File: src/hdl/amp_ctrl_pkg.sv
// constants, register map and state encoding of the amplifier shutdown and fault control
package amp_ctrl_pkg;

  // ************************************************
  // timing
  // ************************************************
  localparam longint CLK_PERIOD_NS    = 64'h0000_0000_0000_0004;
  localparam longint FADE_FRAMES      = 64'h0000_0000_0000_0080;
  localparam longint FRAME_RATE_HZ    = 64'h0000_0000_0001_7700;
  localparam longint NS_PER_S         = 64'h0000_0000_3B9A_CA00;
  localparam longint GAIN_STEPS       = 64'h0000_0000_0000_0100;
  localparam int     FADE_STEP_CYCLES = int'((FADE_FRAMES * NS_PER_S / FRAME_RATE_HZ) / (GAIN_STEPS * CLK_PERIOD_NS));
  localparam longint BCLK_LOSS_NS     = 64'h0000_0000_0000_01F4;
  localparam int     BCLK_LOSS_CYCLES = int'((BCLK_LOSS_NS + CLK_PERIOD_NS - 64'h1) / CLK_PERIOD_NS);
  localparam longint STRAP_NS         = 64'h0000_0000_0000_03E8;
  localparam int     STRAP_CYCLES     = int'((STRAP_NS + CLK_PERIOD_NS - 64'h1) / CLK_PERIOD_NS);

  // ************************************************
  // register map (index, byte address is index times four)
  // ************************************************
  localparam logic [5:0] REG_CLK_CFG_IDX  = 6'h01;
  localparam logic [5:0] REG_CTRL_IDX     = 6'h02;
  localparam logic [5:0] REG_VOLUME_IDX   = 6'h03;
  localparam logic [5:0] REG_FADE_CFG_IDX = 6'h16;
  localparam logic [5:0] REG_STATUS_IDX   = 6'h20;
  localparam logic [7:0] CLK_CFG_RST      = 8'h91;
  localparam logic [7:0] CTRL_RST         = 8'h00;
  localparam logic [7:0] VOLUME_RST       = 8'hC0;
  localparam logic [7:0] FADE_CFG_RST     = 8'h00;
  localparam int         CTRL_MUTE_BIT    = 3;
  localparam int         FADE_RATE_LSB    = 2;
  localparam int         FADE_RATE_MSB    = 3;
  localparam int         PLL_RATIO_LSB    = 0;
  localparam int         PLL_RATIO_MSB    = 3;
  localparam int         DTC_SHIFT        = 1;
  localparam int         STAT_STATE_LSB   = 0;
  localparam int         STAT_GAIN_LSB    = 8;
  localparam int         STAT_LIMIT_BIT   = 16;
  localparam int         STAT_BCLK_BIT    = 17;
  localparam int         STAT_STRAP_BIT   = 18;

  // ************************************************
  // bus addresses and states
  // ************************************************
  localparam logic [6:0] BUS_ADDR_LOW  = 7'h30;
  localparam logic [6:0] BUS_ADDR_HIGH = 7'h34;

  typedef enum logic [7:0] {
    ST_STRAP    = 8'h01,
    ST_RUN      = 8'h02,
    ST_FADE_OUT = 8'h04,
    ST_DOWN     = 8'h08,
    ST_FADE_IN  = 8'h10,
    ST_ERROR    = 8'h20,
    ST_UVLO     = 8'h40,
    ST_CLKLOSS  = 8'h80
  } amp_state_t;

endpackage : amp_ctrl_pkg

File: src/hdl/amp_sync.sv
// two flip-flop synchroniser for a vector of independent levels
`timescale 1ns/1ps
module amp_sync #(
  parameter int WIDTH = 1
) (
  input  wire logic             core_clk_in,
  input  wire logic             rst_b_in,
  input  wire logic [WIDTH-1:0] d_in,
  output logic      [WIDTH-1:0] q_out
);
  logic [WIDTH-1:0] meta_q;
  logic [WIDTH-1:0] sync_q;

  always_ff @(posedge core_clk_in or negedge rst_b_in) begin
    if (!rst_b_in) begin
      meta_q <= '0;
      sync_q <= '0;
    end else begin
      meta_q <= d_in;
      sync_q <= meta_q;
    end
  end

  assign q_out = sync_q;
endmodule : amp_sync

File: src/hdl/amp_fade_ramp.sv
// linear gain ramp that moves one step toward its target per enable pulse
`timescale 1ns/1ps
module amp_fade_ramp (
  input  wire logic       core_clk_in,
  input  wire logic       rst_b_in,
  input  wire logic       step_en_in,
  input  wire logic       force_zero_in,
  input  wire logic [7:0] target_in,
  output logic      [7:0] gain_out,
  output logic            at_target_out
);
  logic [7:0] gain_q;
  logic [7:0] gain_d;

  // ************************************************
  // step toward target
  // ************************************************
  always_comb begin
    gain_d = gain_q;
    if (force_zero_in) begin
      gain_d = 8'h00;
    end else if (step_en_in && (gain_q < target_in)) begin
      gain_d = gain_q + 8'h01;
    end else if (step_en_in && (gain_q > target_in)) begin
      gain_d = gain_q - 8'h01;
    end
  end

  always_ff @(posedge core_clk_in or negedge rst_b_in) begin
    if (!rst_b_in) begin
      gain_q <= 8'h00;
    end else begin
      gain_q <= gain_d;
    end
  end

  assign gain_out      = gain_q;
  assign at_target_out = (gain_q == target_in);
endmodule : amp_fade_ramp

File: src/hdl/amp_shutdown_fault_control.sv
// shutdown, fade, protection and clock-loss sequencer with its register slave
//
// The placing of the registers and the Avalon-MM register port are this design's own decisions.
`timescale 1ns/1ps
module amp_shutdown_fault_control (
  input  wire logic        core_clk_in,
  input  wire logic        rst_b_in,
  input  wire logic [7:0]  avs_address_in,
  input  wire logic        avs_read_in,
  input  wire logic        avs_write_in,
  input  wire logic [31:0] avs_writedata_in,
  input  wire logic [3:0]  avs_byteenable_in,
  output logic      [31:0] avs_readdata_out,
  output logic             avs_waitrequest_out,
  input  wire logic        shutdown_request_pin_b_in,
  input  wire logic        bclk_in,
  input  wire logic        fault_pin_in,
  output logic             fault_pin_out,
  output logic             fault_pin_oe_b_out,
  input  wire logic        thermal_attack_in,
  input  wire logic        thermal_release_in,
  input  wire logic        over_temp_160_in,
  input  wire logic        temp_below_125_in,
  input  wire logic        short_circuit_in,
  input  wire logic        core_supply_low_in,
  input  wire logic        core_supply_ok_in,
  input  wire logic        clock_error_in,
  output logic [7:0]       gain_out,
  output logic             power_stage_en_out,
  output logic             digital_clk_en_out,
  output logic             analog_bias_en_out,
  output logic             pll_ref_osc_sel_out,
  output logic [3:0]       pll_ratio_out,
  output logic             output_weak_low_out,
  output logic             pop_suppress_out,
  output logic [6:0]       bus_address_out
);

  // ************************************************
  // input synchronisers
  // ************************************************
  logic [10:0] sync_q;
  logic        sd_low;
  logic        bclk_s;
  logic        strap_s;
  logic        attack_s;
  logic        release_s;
  logic        hot_s;
  logic        cool_s;
  logic        short_s;
  logic        uv_low_s;
  logic        uv_ok_s;
  logic        clk_err_s;
  logic        sd_high_s;

  amp_sync #(
    .WIDTH (11)
  ) u_sync (
    .core_clk_in (core_clk_in),
    .rst_b_in    (rst_b_in),
    .d_in        ({shutdown_request_pin_b_in, bclk_in, fault_pin_in, thermal_attack_in,
                   thermal_release_in, over_temp_160_in, temp_below_125_in, short_circuit_in,
                   core_supply_low_in, core_supply_ok_in, clock_error_in}),
    .q_out       (sync_q)
  );

  assign {sd_high_s, bclk_s, strap_s, attack_s, release_s, hot_s, cool_s, short_s,
          uv_low_s, uv_ok_s, clk_err_s} = sync_q;
  assign sd_low = ~sd_high_s;

  // ************************************************
  // registers
  // ************************************************
  amp_ctrl_pkg::amp_state_t state_q;
  amp_ctrl_pkg::amp_state_t state_d;
  logic [7:0]  clk_cfg_q;
  logic [7:0]  clk_cfg_d;
  logic [7:0]  ctrl_q;
  logic [7:0]  ctrl_d;
  logic [7:0]  volume_q;
  logic [7:0]  volume_d;
  logic [7:0]  fade_cfg_q;
  logic [7:0]  fade_cfg_d;
  logic [31:0] readdata_q;
  logic [31:0] readdata_d;
  logic        ack_q;
  logic        ack_d;
  logic        bus_req;
  logic        wr_take;
  logic [5:0]  reg_idx;
  logic        mute;
  logic [7:0]  gain;
  logic        gain_at_target;
  logic        limiter_q;
  logic        limiter_d;
  logic        bclk_lost;
  logic        addr_high_q;
  logic        addr_high_d;

  assign bus_req = avs_read_in | avs_write_in;
  assign reg_idx = avs_address_in[7:2];
  assign wr_take = avs_write_in & ack_q & avs_byteenable_in[0] & (state_q != amp_ctrl_pkg::ST_DOWN);
  assign mute    = ctrl_q[amp_ctrl_pkg::CTRL_MUTE_BIT];

  always_comb begin
    ack_d      = bus_req & ~ack_q;
    clk_cfg_d  = clk_cfg_q;
    ctrl_d     = ctrl_q;
    volume_d   = volume_q;
    fade_cfg_d = fade_cfg_q;
    readdata_d = readdata_q;
    if (wr_take) begin
      unique case (reg_idx)
        amp_ctrl_pkg::REG_CLK_CFG_IDX:  clk_cfg_d  = avs_writedata_in[7:0];
        amp_ctrl_pkg::REG_CTRL_IDX:     ctrl_d     = avs_writedata_in[7:0];
        amp_ctrl_pkg::REG_VOLUME_IDX:   volume_d   = avs_writedata_in[7:0];
        amp_ctrl_pkg::REG_FADE_CFG_IDX: fade_cfg_d = avs_writedata_in[7:0];
        default: ;
      endcase
    end
    if (avs_read_in && !ack_q) begin
      readdata_d = 32'h0000_0000;
      unique case (reg_idx)
        amp_ctrl_pkg::REG_CLK_CFG_IDX:  readdata_d[7:0] = clk_cfg_q;
        amp_ctrl_pkg::REG_CTRL_IDX:     readdata_d[7:0] = ctrl_q;
        amp_ctrl_pkg::REG_VOLUME_IDX:   readdata_d[7:0] = volume_q;
        amp_ctrl_pkg::REG_FADE_CFG_IDX: readdata_d[7:0] = fade_cfg_q;
        amp_ctrl_pkg::REG_STATUS_IDX: begin
          readdata_d[amp_ctrl_pkg::STAT_STATE_LSB +: 8] = state_q;
          readdata_d[amp_ctrl_pkg::STAT_GAIN_LSB +: 8]  = gain;
          readdata_d[amp_ctrl_pkg::STAT_LIMIT_BIT]      = limiter_q;
          readdata_d[amp_ctrl_pkg::STAT_BCLK_BIT]       = bclk_lost;
          readdata_d[amp_ctrl_pkg::STAT_STRAP_BIT]      = addr_high_q;
        end
        default: ;
      endcase
    end
  end

  // register file has no power-down reset, only the core reset
  always_ff @(posedge core_clk_in or negedge rst_b_in) begin
    if (!rst_b_in) begin
      ack_q      <= 1'b0;
      clk_cfg_q  <= amp_ctrl_pkg::CLK_CFG_RST;
      ctrl_q     <= amp_ctrl_pkg::CTRL_RST;
      volume_q   <= amp_ctrl_pkg::VOLUME_RST;
      fade_cfg_q <= amp_ctrl_pkg::FADE_CFG_RST;
      readdata_q <= 32'h0000_0000;
    end else begin
      ack_q      <= ack_d;
      clk_cfg_q  <= clk_cfg_d;
      ctrl_q     <= ctrl_d;
      volume_q   <= volume_d;
      fade_cfg_q <= fade_cfg_d;
      readdata_q <= readdata_d;
    end
  end

  assign avs_waitrequest_out = bus_req & ~ack_q;
  assign avs_readdata_out    = readdata_q;
  assign pll_ratio_out       = clk_cfg_q[amp_ctrl_pkg::PLL_RATIO_MSB:amp_ctrl_pkg::PLL_RATIO_LSB];

  // ************************************************
  // bit-clock loss detector on the oscillator clock
  // ************************************************
  logic       bclk_prev_q;
  logic [7:0] idle_cnt_q;
  logic [7:0] idle_cnt_d;

  always_comb begin
    idle_cnt_d = idle_cnt_q;
    if (bclk_s != bclk_prev_q) begin
      idle_cnt_d = 8'h00;
    end else if (!bclk_lost) begin
      idle_cnt_d = idle_cnt_q + 8'h01;
    end
  end

  always_ff @(posedge core_clk_in or negedge rst_b_in) begin
    if (!rst_b_in) begin
      bclk_prev_q <= 1'b0;
      idle_cnt_q  <= 8'h00;
    end else begin
      bclk_prev_q <= bclk_s;
      idle_cnt_q  <= idle_cnt_d;
    end
  end

  assign bclk_lost = (idle_cnt_q >= 8'(amp_ctrl_pkg::BCLK_LOSS_CYCLES));

  // ************************************************
  // fade step timer
  // ************************************************
  logic [10:0] step_cnt_q;
  logic [10:0] step_cnt_d;
  logic [2:0]  rate_cnt_q;
  logic [2:0]  rate_cnt_d;
  logic [2:0]  rate_max;
  logic        base_tick;
  logic        step_en;

  assign rate_max  = 3'((4'h1 << fade_cfg_q[amp_ctrl_pkg::FADE_RATE_MSB:amp_ctrl_pkg::FADE_RATE_LSB]) - 4'h1);
  assign base_tick = (step_cnt_q == 11'(amp_ctrl_pkg::FADE_STEP_CYCLES - 1));
  assign step_en   = base_tick & (rate_cnt_q == rate_max);

  always_comb begin
    step_cnt_d = base_tick ? 11'h000 : step_cnt_q + 11'h001;
    rate_cnt_d = rate_cnt_q;
    if (base_tick) begin
      rate_cnt_d = (rate_cnt_q == rate_max) ? 3'h0 : rate_cnt_q + 3'h1;
    end
  end

  always_ff @(posedge core_clk_in or negedge rst_b_in) begin
    if (!rst_b_in) begin
      step_cnt_q <= 11'h000;
      rate_cnt_q <= 3'h0;
    end else begin
      step_cnt_q <= step_cnt_d;
      rate_cnt_q <= rate_cnt_d;
    end
  end

  // ************************************************
  // thermal volume limiter and target gain
  // ************************************************
  logic [7:0] target;
  logic       force_zero;

  always_comb begin
    limiter_d = limiter_q;
    if (attack_s) begin
      limiter_d = 1'b1;
    end else if (release_s) begin
      limiter_d = 1'b0;
    end
  end

  always_comb begin
    target = limiter_q ? (volume_q >> amp_ctrl_pkg::DTC_SHIFT) : volume_q;
    if (mute || (state_q == amp_ctrl_pkg::ST_FADE_OUT) || (state_q == amp_ctrl_pkg::ST_DOWN)) begin
      target = 8'h00;
    end
  end

  assign force_zero = (state_q == amp_ctrl_pkg::ST_STRAP) | (state_q == amp_ctrl_pkg::ST_ERROR) |
                      (state_q == amp_ctrl_pkg::ST_UVLO) | (state_q == amp_ctrl_pkg::ST_CLKLOSS);

  amp_fade_ramp u_fade (
    .core_clk_in   (core_clk_in),
    .rst_b_in      (rst_b_in),
    .step_en_in    (step_en),
    .force_zero_in (force_zero),
    .target_in     (target),
    .gain_out      (gain),
    .at_target_out (gain_at_target)
  );

  // ************************************************
  // start-up strap
  // ************************************************
  logic [7:0] strap_cnt_q;
  logic [7:0] strap_cnt_d;
  logic       strap_done;

  assign strap_done = (strap_cnt_q == 8'(amp_ctrl_pkg::STRAP_CYCLES));

  always_comb begin
    strap_cnt_d = strap_cnt_q;
    addr_high_d = addr_high_q;
    if (!strap_done) begin
      strap_cnt_d = strap_cnt_q + 8'h01;
      addr_high_d = strap_s;
    end
  end

  always_ff @(posedge core_clk_in or negedge rst_b_in) begin
    if (!rst_b_in) begin
      strap_cnt_q <= 8'h00;
      addr_high_q <= 1'b0;
      limiter_q   <= 1'b0;
    end else begin
      strap_cnt_q <= strap_cnt_d;
      addr_high_q <= addr_high_d;
      limiter_q   <= limiter_d;
    end
  end

  assign bus_address_out = addr_high_q ? amp_ctrl_pkg::BUS_ADDR_HIGH : amp_ctrl_pkg::BUS_ADDR_LOW;

  // ************************************************
  // sequencer
  // ************************************************
  logic prot_event;
  logic clk_bad;
  logic err_exit;

  assign prot_event = hot_s | short_s;
  assign clk_bad    = clk_err_s | bclk_lost;
  assign err_exit   = ~short_s & cool_s & (sd_low | mute);

  always_comb begin
    state_d = state_q;
    unique case (state_q)
      amp_ctrl_pkg::ST_STRAP: begin
        if (strap_done) begin
          state_d = amp_ctrl_pkg::ST_FADE_IN;
        end
      end
      amp_ctrl_pkg::ST_ERROR: begin
        if (err_exit) begin
          state_d = amp_ctrl_pkg::ST_FADE_IN;
        end
      end
      amp_ctrl_pkg::ST_UVLO: begin
        if (uv_ok_s && !uv_low_s) begin
          state_d = amp_ctrl_pkg::ST_FADE_IN;
        end
      end
      amp_ctrl_pkg::ST_CLKLOSS: begin
        if (!clk_bad) begin
          state_d = amp_ctrl_pkg::ST_FADE_IN;
        end
      end
      amp_ctrl_pkg::ST_DOWN: begin
        if (!sd_low) begin
          state_d = amp_ctrl_pkg::ST_FADE_IN;
        end
      end
      amp_ctrl_pkg::ST_FADE_OUT: begin
        if (!sd_low) begin
          state_d = amp_ctrl_pkg::ST_FADE_IN;
        end else if (gain == 8'h00) begin
          state_d = amp_ctrl_pkg::ST_DOWN;
        end
      end
      amp_ctrl_pkg::ST_FADE_IN: begin
        if (sd_low) begin
          state_d = amp_ctrl_pkg::ST_FADE_OUT;
        end else if (gain_at_target) begin
          state_d = amp_ctrl_pkg::ST_RUN;
        end
      end
      amp_ctrl_pkg::ST_RUN: begin
        if (sd_low) begin
          state_d = amp_ctrl_pkg::ST_FADE_OUT;
        end
      end
      default: state_d = amp_ctrl_pkg::ST_STRAP;
    endcase
    if (state_q != amp_ctrl_pkg::ST_STRAP) begin
      if (uv_low_s) begin
        state_d = amp_ctrl_pkg::ST_UVLO;
      end else if (prot_event) begin
        state_d = amp_ctrl_pkg::ST_ERROR;
      end else if (clk_bad && (state_q != amp_ctrl_pkg::ST_ERROR) && (state_q != amp_ctrl_pkg::ST_UVLO)
                   && (state_q != amp_ctrl_pkg::ST_DOWN)) begin
        state_d = amp_ctrl_pkg::ST_CLKLOSS;
      end
    end
  end

  always_ff @(posedge core_clk_in or negedge rst_b_in) begin
    if (!rst_b_in) begin
      state_q <= amp_ctrl_pkg::ST_STRAP;
    end else begin
      state_q <= state_d;
    end
  end

  // ************************************************
  // power, clock and pin controls
  // ************************************************
  logic in_audio;

  assign in_audio = (state_q == amp_ctrl_pkg::ST_RUN) | (state_q == amp_ctrl_pkg::ST_FADE_OUT) |
                    (state_q == amp_ctrl_pkg::ST_FADE_IN);

  assign gain_out            = gain;
  assign power_stage_en_out  = in_audio;
  assign digital_clk_en_out  = (state_q != amp_ctrl_pkg::ST_DOWN) & (state_q != amp_ctrl_pkg::ST_UVLO);
  assign analog_bias_en_out  = (state_q != amp_ctrl_pkg::ST_DOWN);
  assign pll_ref_osc_sel_out = (state_q == amp_ctrl_pkg::ST_CLKLOSS) | (state_q == amp_ctrl_pkg::ST_STRAP) |
                               output_weak_low_out;
  assign output_weak_low_out = bclk_lost & (state_q != amp_ctrl_pkg::ST_STRAP);
  assign pop_suppress_out    = (state_q != amp_ctrl_pkg::ST_RUN) | ~gain_at_target;
  assign fault_pin_out       = 1'b0;
  assign fault_pin_oe_b_out  = ~((state_q == amp_ctrl_pkg::ST_ERROR) | output_weak_low_out);

endmodule : amp_shutdown_fault_control

File: config.mk
export PLATFORM = sky130hd
export DESIGN_NAME = amp_shutdown_fault_control
export DESIGN_NICKNAME = d
export VERILOG_FILES = /design/src/hdl/amp_ctrl_pkg.sv /design/src/hdl/amp_sync.sv /design/src/hdl/amp_fade_ramp.sv /design/src/hdl/amp_shutdown_fault_control.sv
export SDC_FILE = /design/constraint.sdc
export NUM_CORES = 1
export LEC_CHECK = 0
export BUFFER_PORTS_ARGS = -buffer_cell sky130_fd_sc_hd__clkbuf_2
export CAP_MARGIN = 20
export CORE_UTILIZATION = 50
export CTS_BUF_LIST = sky130_fd_sc_hd__clkbuf_2 sky130_fd_sc_hd__clkbuf_4 sky130_fd_sc_hd__clkbuf_8
export DETAILED_ROUTE_END_ITERATION = 8
export HOLD_SLACK_MARGIN = 0.08
export PLACE_DENSITY = 0.74
export SKIP_CTS_REPAIR_TIMING = 1
export SYNTH_ARGS = -nofsm -noshare
export SYNTH_HDL_FRONTEND = slang
export SYNTH_HIERARCHICAL = 1
export SYNTH_SLANG_ARGS = --single-unit
File: constraint.sdc
create_clock -name core_clk_in -period 4.8 [get_ports core_clk_in]
set_input_delay 0.48 -clock core_clk_in [delete_from_list [all_inputs] [get_ports core_clk_in]]
set_output_delay 0.48 -clock core_clk_in [all_outputs]
set_load 0.02 [all_outputs]
; Yosys cells after proc, flatten, opt, wreduce, memory -nomap -nowiden
; Index checks and enable logic that the tools add are counted.
[op_classes]
addsub = 7
order_cmp = 3
eq_ne = 24
n_shift = 1
mux = 29
n_bitwise = 27
n_reduce_logical = 18
[ops]
columns = cell, n
row1 = $mux W8, 21
row2 = $pmux W8 S8, 1
row3 = $pmux W8 S5, 1
row4 = $add A8 B1 Y8 const B, 3
row5 = $mux W11, 2
row6 = $eq A8 B8 Y1 const B, 2
row7 = $or A1 B1 Y1, 13
row8 = $eq A6 B2 Y1 const B, 2
row9 = $add A11 B1 Y11 const B, 1
row10 = $eq A11 B11 Y1 const B, 1
row11 = $and A1 B1 Y1, 9
row12 = $eq A8 B1 Y1 const B, 1
row13 = $eq A8 B2 Y1 const B, 1
row14 = $eq A8 B3 Y1 const B, 1
row15 = $eq A8 B4 Y1 const B, 1
row16 = $eq A8 B5 Y1 const B, 1
row17 = $eq A8 B6 Y1 const B, 1
row18 = $eq A8 B7 Y1 const B, 1
row19 = $eq A8 B8 Y1, 1
row20 = $ge A8 B7 Y1 const B, 1
row21 = $gt A8 B8 Y1, 1
row22 = $logic_not A8 Y1, 1
row23 = $lt A8 B8 Y1, 1
row24 = $ne A8 B1 Y1 const B, 1
row25 = other kinds (23), 40
[totals]
regBits = 123
input_bits = 59
out_inout_bits = 60
wordCells = 126

; Logic depth before layout (Yosys ltp)
[depth]
depth_word = 12
mapped_depth = 17
mapped_depth_nobuf = 16

; Modules after synthesis
; The synthesis kept the hierarchy.
[by_module_without_submodules]
columns = module, instances, cells_per_inst, area_per_inst_um2, seq_area_each_um2
row1 = amp_shutdown_fault_control, 1, 478, 5012.3, 2334.7
row2 = amp_fade_ramp, 1, 102, 888.4, 200.2
row3 = amp_sync, 1, 22, 550.5, 550.5

; Least setup slack after synthesis
; OpenSTA, ideal clock, no wires.
[synth_timing]
kind = register -> register
start = register state_q[5]
end = register u_fade.gain_q[6], in the netlist u_fade/gain_out[6]
setup_ps = 74
t_arrival_ps = 3900
required_ps = 4726
path_slack_ps = 826
stages_incl_launch_ff = 17
n_path_buf = 1
synth_period_minus_slack_ps = 3974
cell_sequence = dfrtp_1 > buf_6 > nor4_2 > a31o_2 > nor2_1 > inv_1 > ha_1 > nor2b_1 > o211ai_1 > a21oi_1 > nand2b_1 > ha_1 > nor2b_4 > o31a_1 > or4b_1 > a41o_1 > a21oi_2
[synth_via]
elab_chain_len = 8
word_cells_on_any_way = 19
classes_between = order compare (2) / eq/ne (6) / mux (3) / bitwise (3) / reduce/logical (5)
[synth_rtl]
columns = element, line_no
row1 = from (decl), amp_shutdown_fault_control.sv:74  ; amp_ctrl_pkg::amp_state_t state_q;
row2 = from (signal assigned), amp_shutdown_fault_control.sv:365  ; state_q <= amp_ctrl_pkg::ST_STRAP;
row3 = from (signal assigned), amp_shutdown_fault_control.sv:367  ; state_q <= state_d;
row4 = $eq A8 B3 Y1, amp_shutdown_fault_control.sv:241  ; if (mute || (state_q == amp_ctrl_pkg::ST_FADE_OUT) || (state_q == amp_ctrl_pkg::ST_DOWN)) begin
row5 = $logic_or A1 B1 Y1, amp_shutdown_fault_control.sv:241
row6 = $logic_or A1 B1 Y1 (*), amp_shutdown_fault_control.sv:241
row7 = $mux W8 (*), amp_shutdown_fault_control.sv:241
row8 = net target[1], amp_shutdown_fault_control.sv:227  ; logic [7:0] target;
row9 = $lt A8 B8 Y1, amp_fade_ramp.sv:22  ; end else if (step_en_in && (gain_q < target_in)) begin
row10 = $logic_and A1 B1 Y1, amp_fade_ramp.sv:22
row11 = $mux W8, amp_fade_ramp.sv:22
row12 = $mux W8, amp_fade_ramp.sv:20  ; if (force_zero_in) begin
row13 = to (signal assigned), amp_fade_ramp.sv:33  ; gain_q <= gain_d;
row14 = to (decl), amp_fade_ramp.sv:12  ; logic [7:0] gain_q;
; Mark *: on every way through the listed nets, which the timed path passes. The rest lies on a longest branch.
; A chain may end at the register's enable or synchronous reset.

; Worst setup path after layout
; Ends and elaborated chain as after synthesis.

==> metrics.txt <==
Pins Over Slew Limit=0; router iterations before antenna repair=4; critical path class=register to register; unrepaired setup endpoints after global routing=false; crit start category=register; outcome=finished, final reports clean; clock sinks=123; yosys warns=6; final hold vios=0; dpl hpwl=10.1 mm; io pins=119; number of synthesized flops with an enable pin=0; Hold Path Class=input pin to register; peak supply drop=271 uV; detailed-route via count=4677; CTS tree=done; Die ar.=13400 um^2; Placed Area=6830 um^2; port buffer count=69; CTS H-tree lvls=4; Routed WL=13.9 mm; initial core utilization=51.1%; core area=12600 um^2; Worst-path clk slew=70 ps; Max Clk Rate=0.236 GHz; final instance area=7310 um^2; largest area contributor in the netlist=dfrtp_1; leading cell type in the layout, fill and taps excluded=dfrtp_1; initial DRC count=343; Die Ht=116 um; Die W=116 um; Worst Setup SP=state_q[5]; sequential share of the synthesized area=47.8%; max cap viols=0; FP Rows=41; Tot Pwr=2.23 mW; post-synth top area share=45.4%; WP data required=5160 ps; drt drc=0; NumNets Final=751; commonest non-fill, non-tap cells in the layout=dfrtp_1 (117), clkbuf_2 (68), nor2_1 (48), nand2_1 (46), mux2_2 (33); final core occ=57.9%; GP Congestion=0.865; CP Capture Type=register; initial antenna violation count=0; LEAKAGE=3.49 nW; R2R depth=16; Clock Tree Root=clkbuf_8; FF-to-FF setup slack=570 ps; first-pass GRT wire length=22.6 mm; deepest clock path buffer count=2; worst-skew pair later-pin latency=440 ps; layout cells sized above 1=24.6%; minimum clock period after layout=4230 ps; Cell Area, Synth=6450 um^2; GRT Overall Usage=22.4%; Mapped Avg Cell Area=10.7 um^2; Setup TNS=0 ps; largest fanout on the critical path=8; Post-Synthesis Cells=602; worst r2r src=state_q[5]; CP arrival=4590 ps; Worst Hold Endpoint=u_sync/meta_q[6]; slew margin rel.=32.0%; ys flop type=dfrtp_1; fraction of registers with async set/reset=100%; number of global-route vias before repair=4581; number of routed nets with antenna violations=0; Layout Skew=8.19 ps; Hold Startpoint=thermal_release_in; PwrDens=305 nW/um^2; Yosys cell types=76; Worst Hold Path Cells=1; pin count of the biggest net entering global routing=86; Vias/cell=5.48; setup violators final=0; diode count=0; top cells by area, synth=dfrtp_1 (45%), mux2_2 (5.8%), ha_1 (4.3%); RR Endpoint=u_fade/gain_out[6]; total CTS buffers=17; register bit total from synthesis=123; placed insts=820; area growth from synthesis to layout=13.3%; period utilisation layout=88.2%; worst slew pin tran=1020 ps; Remaining Overflow, GRT=0; fin cells=854; Wirelength per Cell=16.3 um
[worst max path at each step]
stage | to | slack (ps) | depth (start not counted)
finish | u_fade/gain_out[6] | 570 | 16
global route | u_fade/gain_out[6] | 310 | 16
CTS | u_fade/gain_out[6] | 600 | 16
detailed placement | u_fade/gain_out[6] | 610 | 16
global placement | u_fade/gain_out[6] | 740 | 16
floorplan | u_fade/gain_out[6] | 830 | 16
[per-stage QoR]
| step | setup WS (ps) | hold WS, ps |
|---|---|---|
| finish | 566 | 148 |
| global route | 309 | 115 |
| CTS | 601 | 110 |
| detailed placement | 612 | 336 |
| global placement | 741 | 334 |
| floorplan | 826 | 184 |
[state kept, by name (all words and copies together) (netlist names), 11 cells and up]
name	cells
u_sync/meta_q	11
step_cnt_q	11
avs_readdata_out	19
u_sync/q_out	11
[worst max-delay path: stages, from the launching register on]
cell and delay, ps:
dfrtp_1 490, nor4_2 310, buf_4 200, a31o_2 250, nor2_1 70, inv_1 60, ha_1 230, nor2b_1 140
o211ai_1 270, a21oi_1 160, nand2b_1 300, ha_1 400, nor2b_4 150, o31a_1 270, or4b_1 510, a41o_1 210
a21oi_2 120
[area by class of cell]
type | count | area, um^2
well taps | 172 | 215
repair buffers | 76 | 427
clock buffers | 26 | 333
inverters | 23 | 86.3
multi-input cells | 428 | 3060
flip-flops and latches | 123 | 3090
fillers | 1104 | 5310
clock inverters | 6 | 109
[cells by family after synthesis]
kind of cell	after synthesis	share of synthesized area, %
mux	52	8.71
flops	123	47.8
buf+inv	69	5.86
compound gates	93	10.8
simple gates	209	17.9
other cells	2	0.116
fa+ha+maj	23	4.58
xor+xnor	31	4.21
[power breakdown]
part / leakage (nW) / internal (mW) / switching, mW
logic: 1.66 / 0.0511 / 0.0964
clock network: 0.231 / 0.606 / 0.383
registers: 1.60 / 1.07 / 0.0261
[synthesized netlist by cell type, types with 4 or more instances]
master / n
clkbuf_1: 14
o211ai_1: 5
and3_1: 6
a221oi_1: 8
o2bb2ai_1: 8
nor2_1: 48
inv_1: 23
xnor2_1: 14
a21o_1: 4
dfrtp_1: 117
nand2b_1: 7
o21a_1: 4
nand2_1: 46
o21ai_0: 20
nor4b_1: 4
or4_1: 6
nor3_1: 7
dfstp_2: 6
mux2_2: 33
a21oi_1: 10
nor2b_1: 10
mux2i_1: 19
ha_1: 22
nand4_1: 9
nand3_1: 31
a211oi_1: 5
xor2_1: 17
buf_4: 25
[layer usage]
layer	wire (um)	track usage (%)
met1	6130	28.5
met2	7090	36.4
met3	523	5.60
met4	187	9.87
met5	0	0
Power figures use the tool's default switching activity.
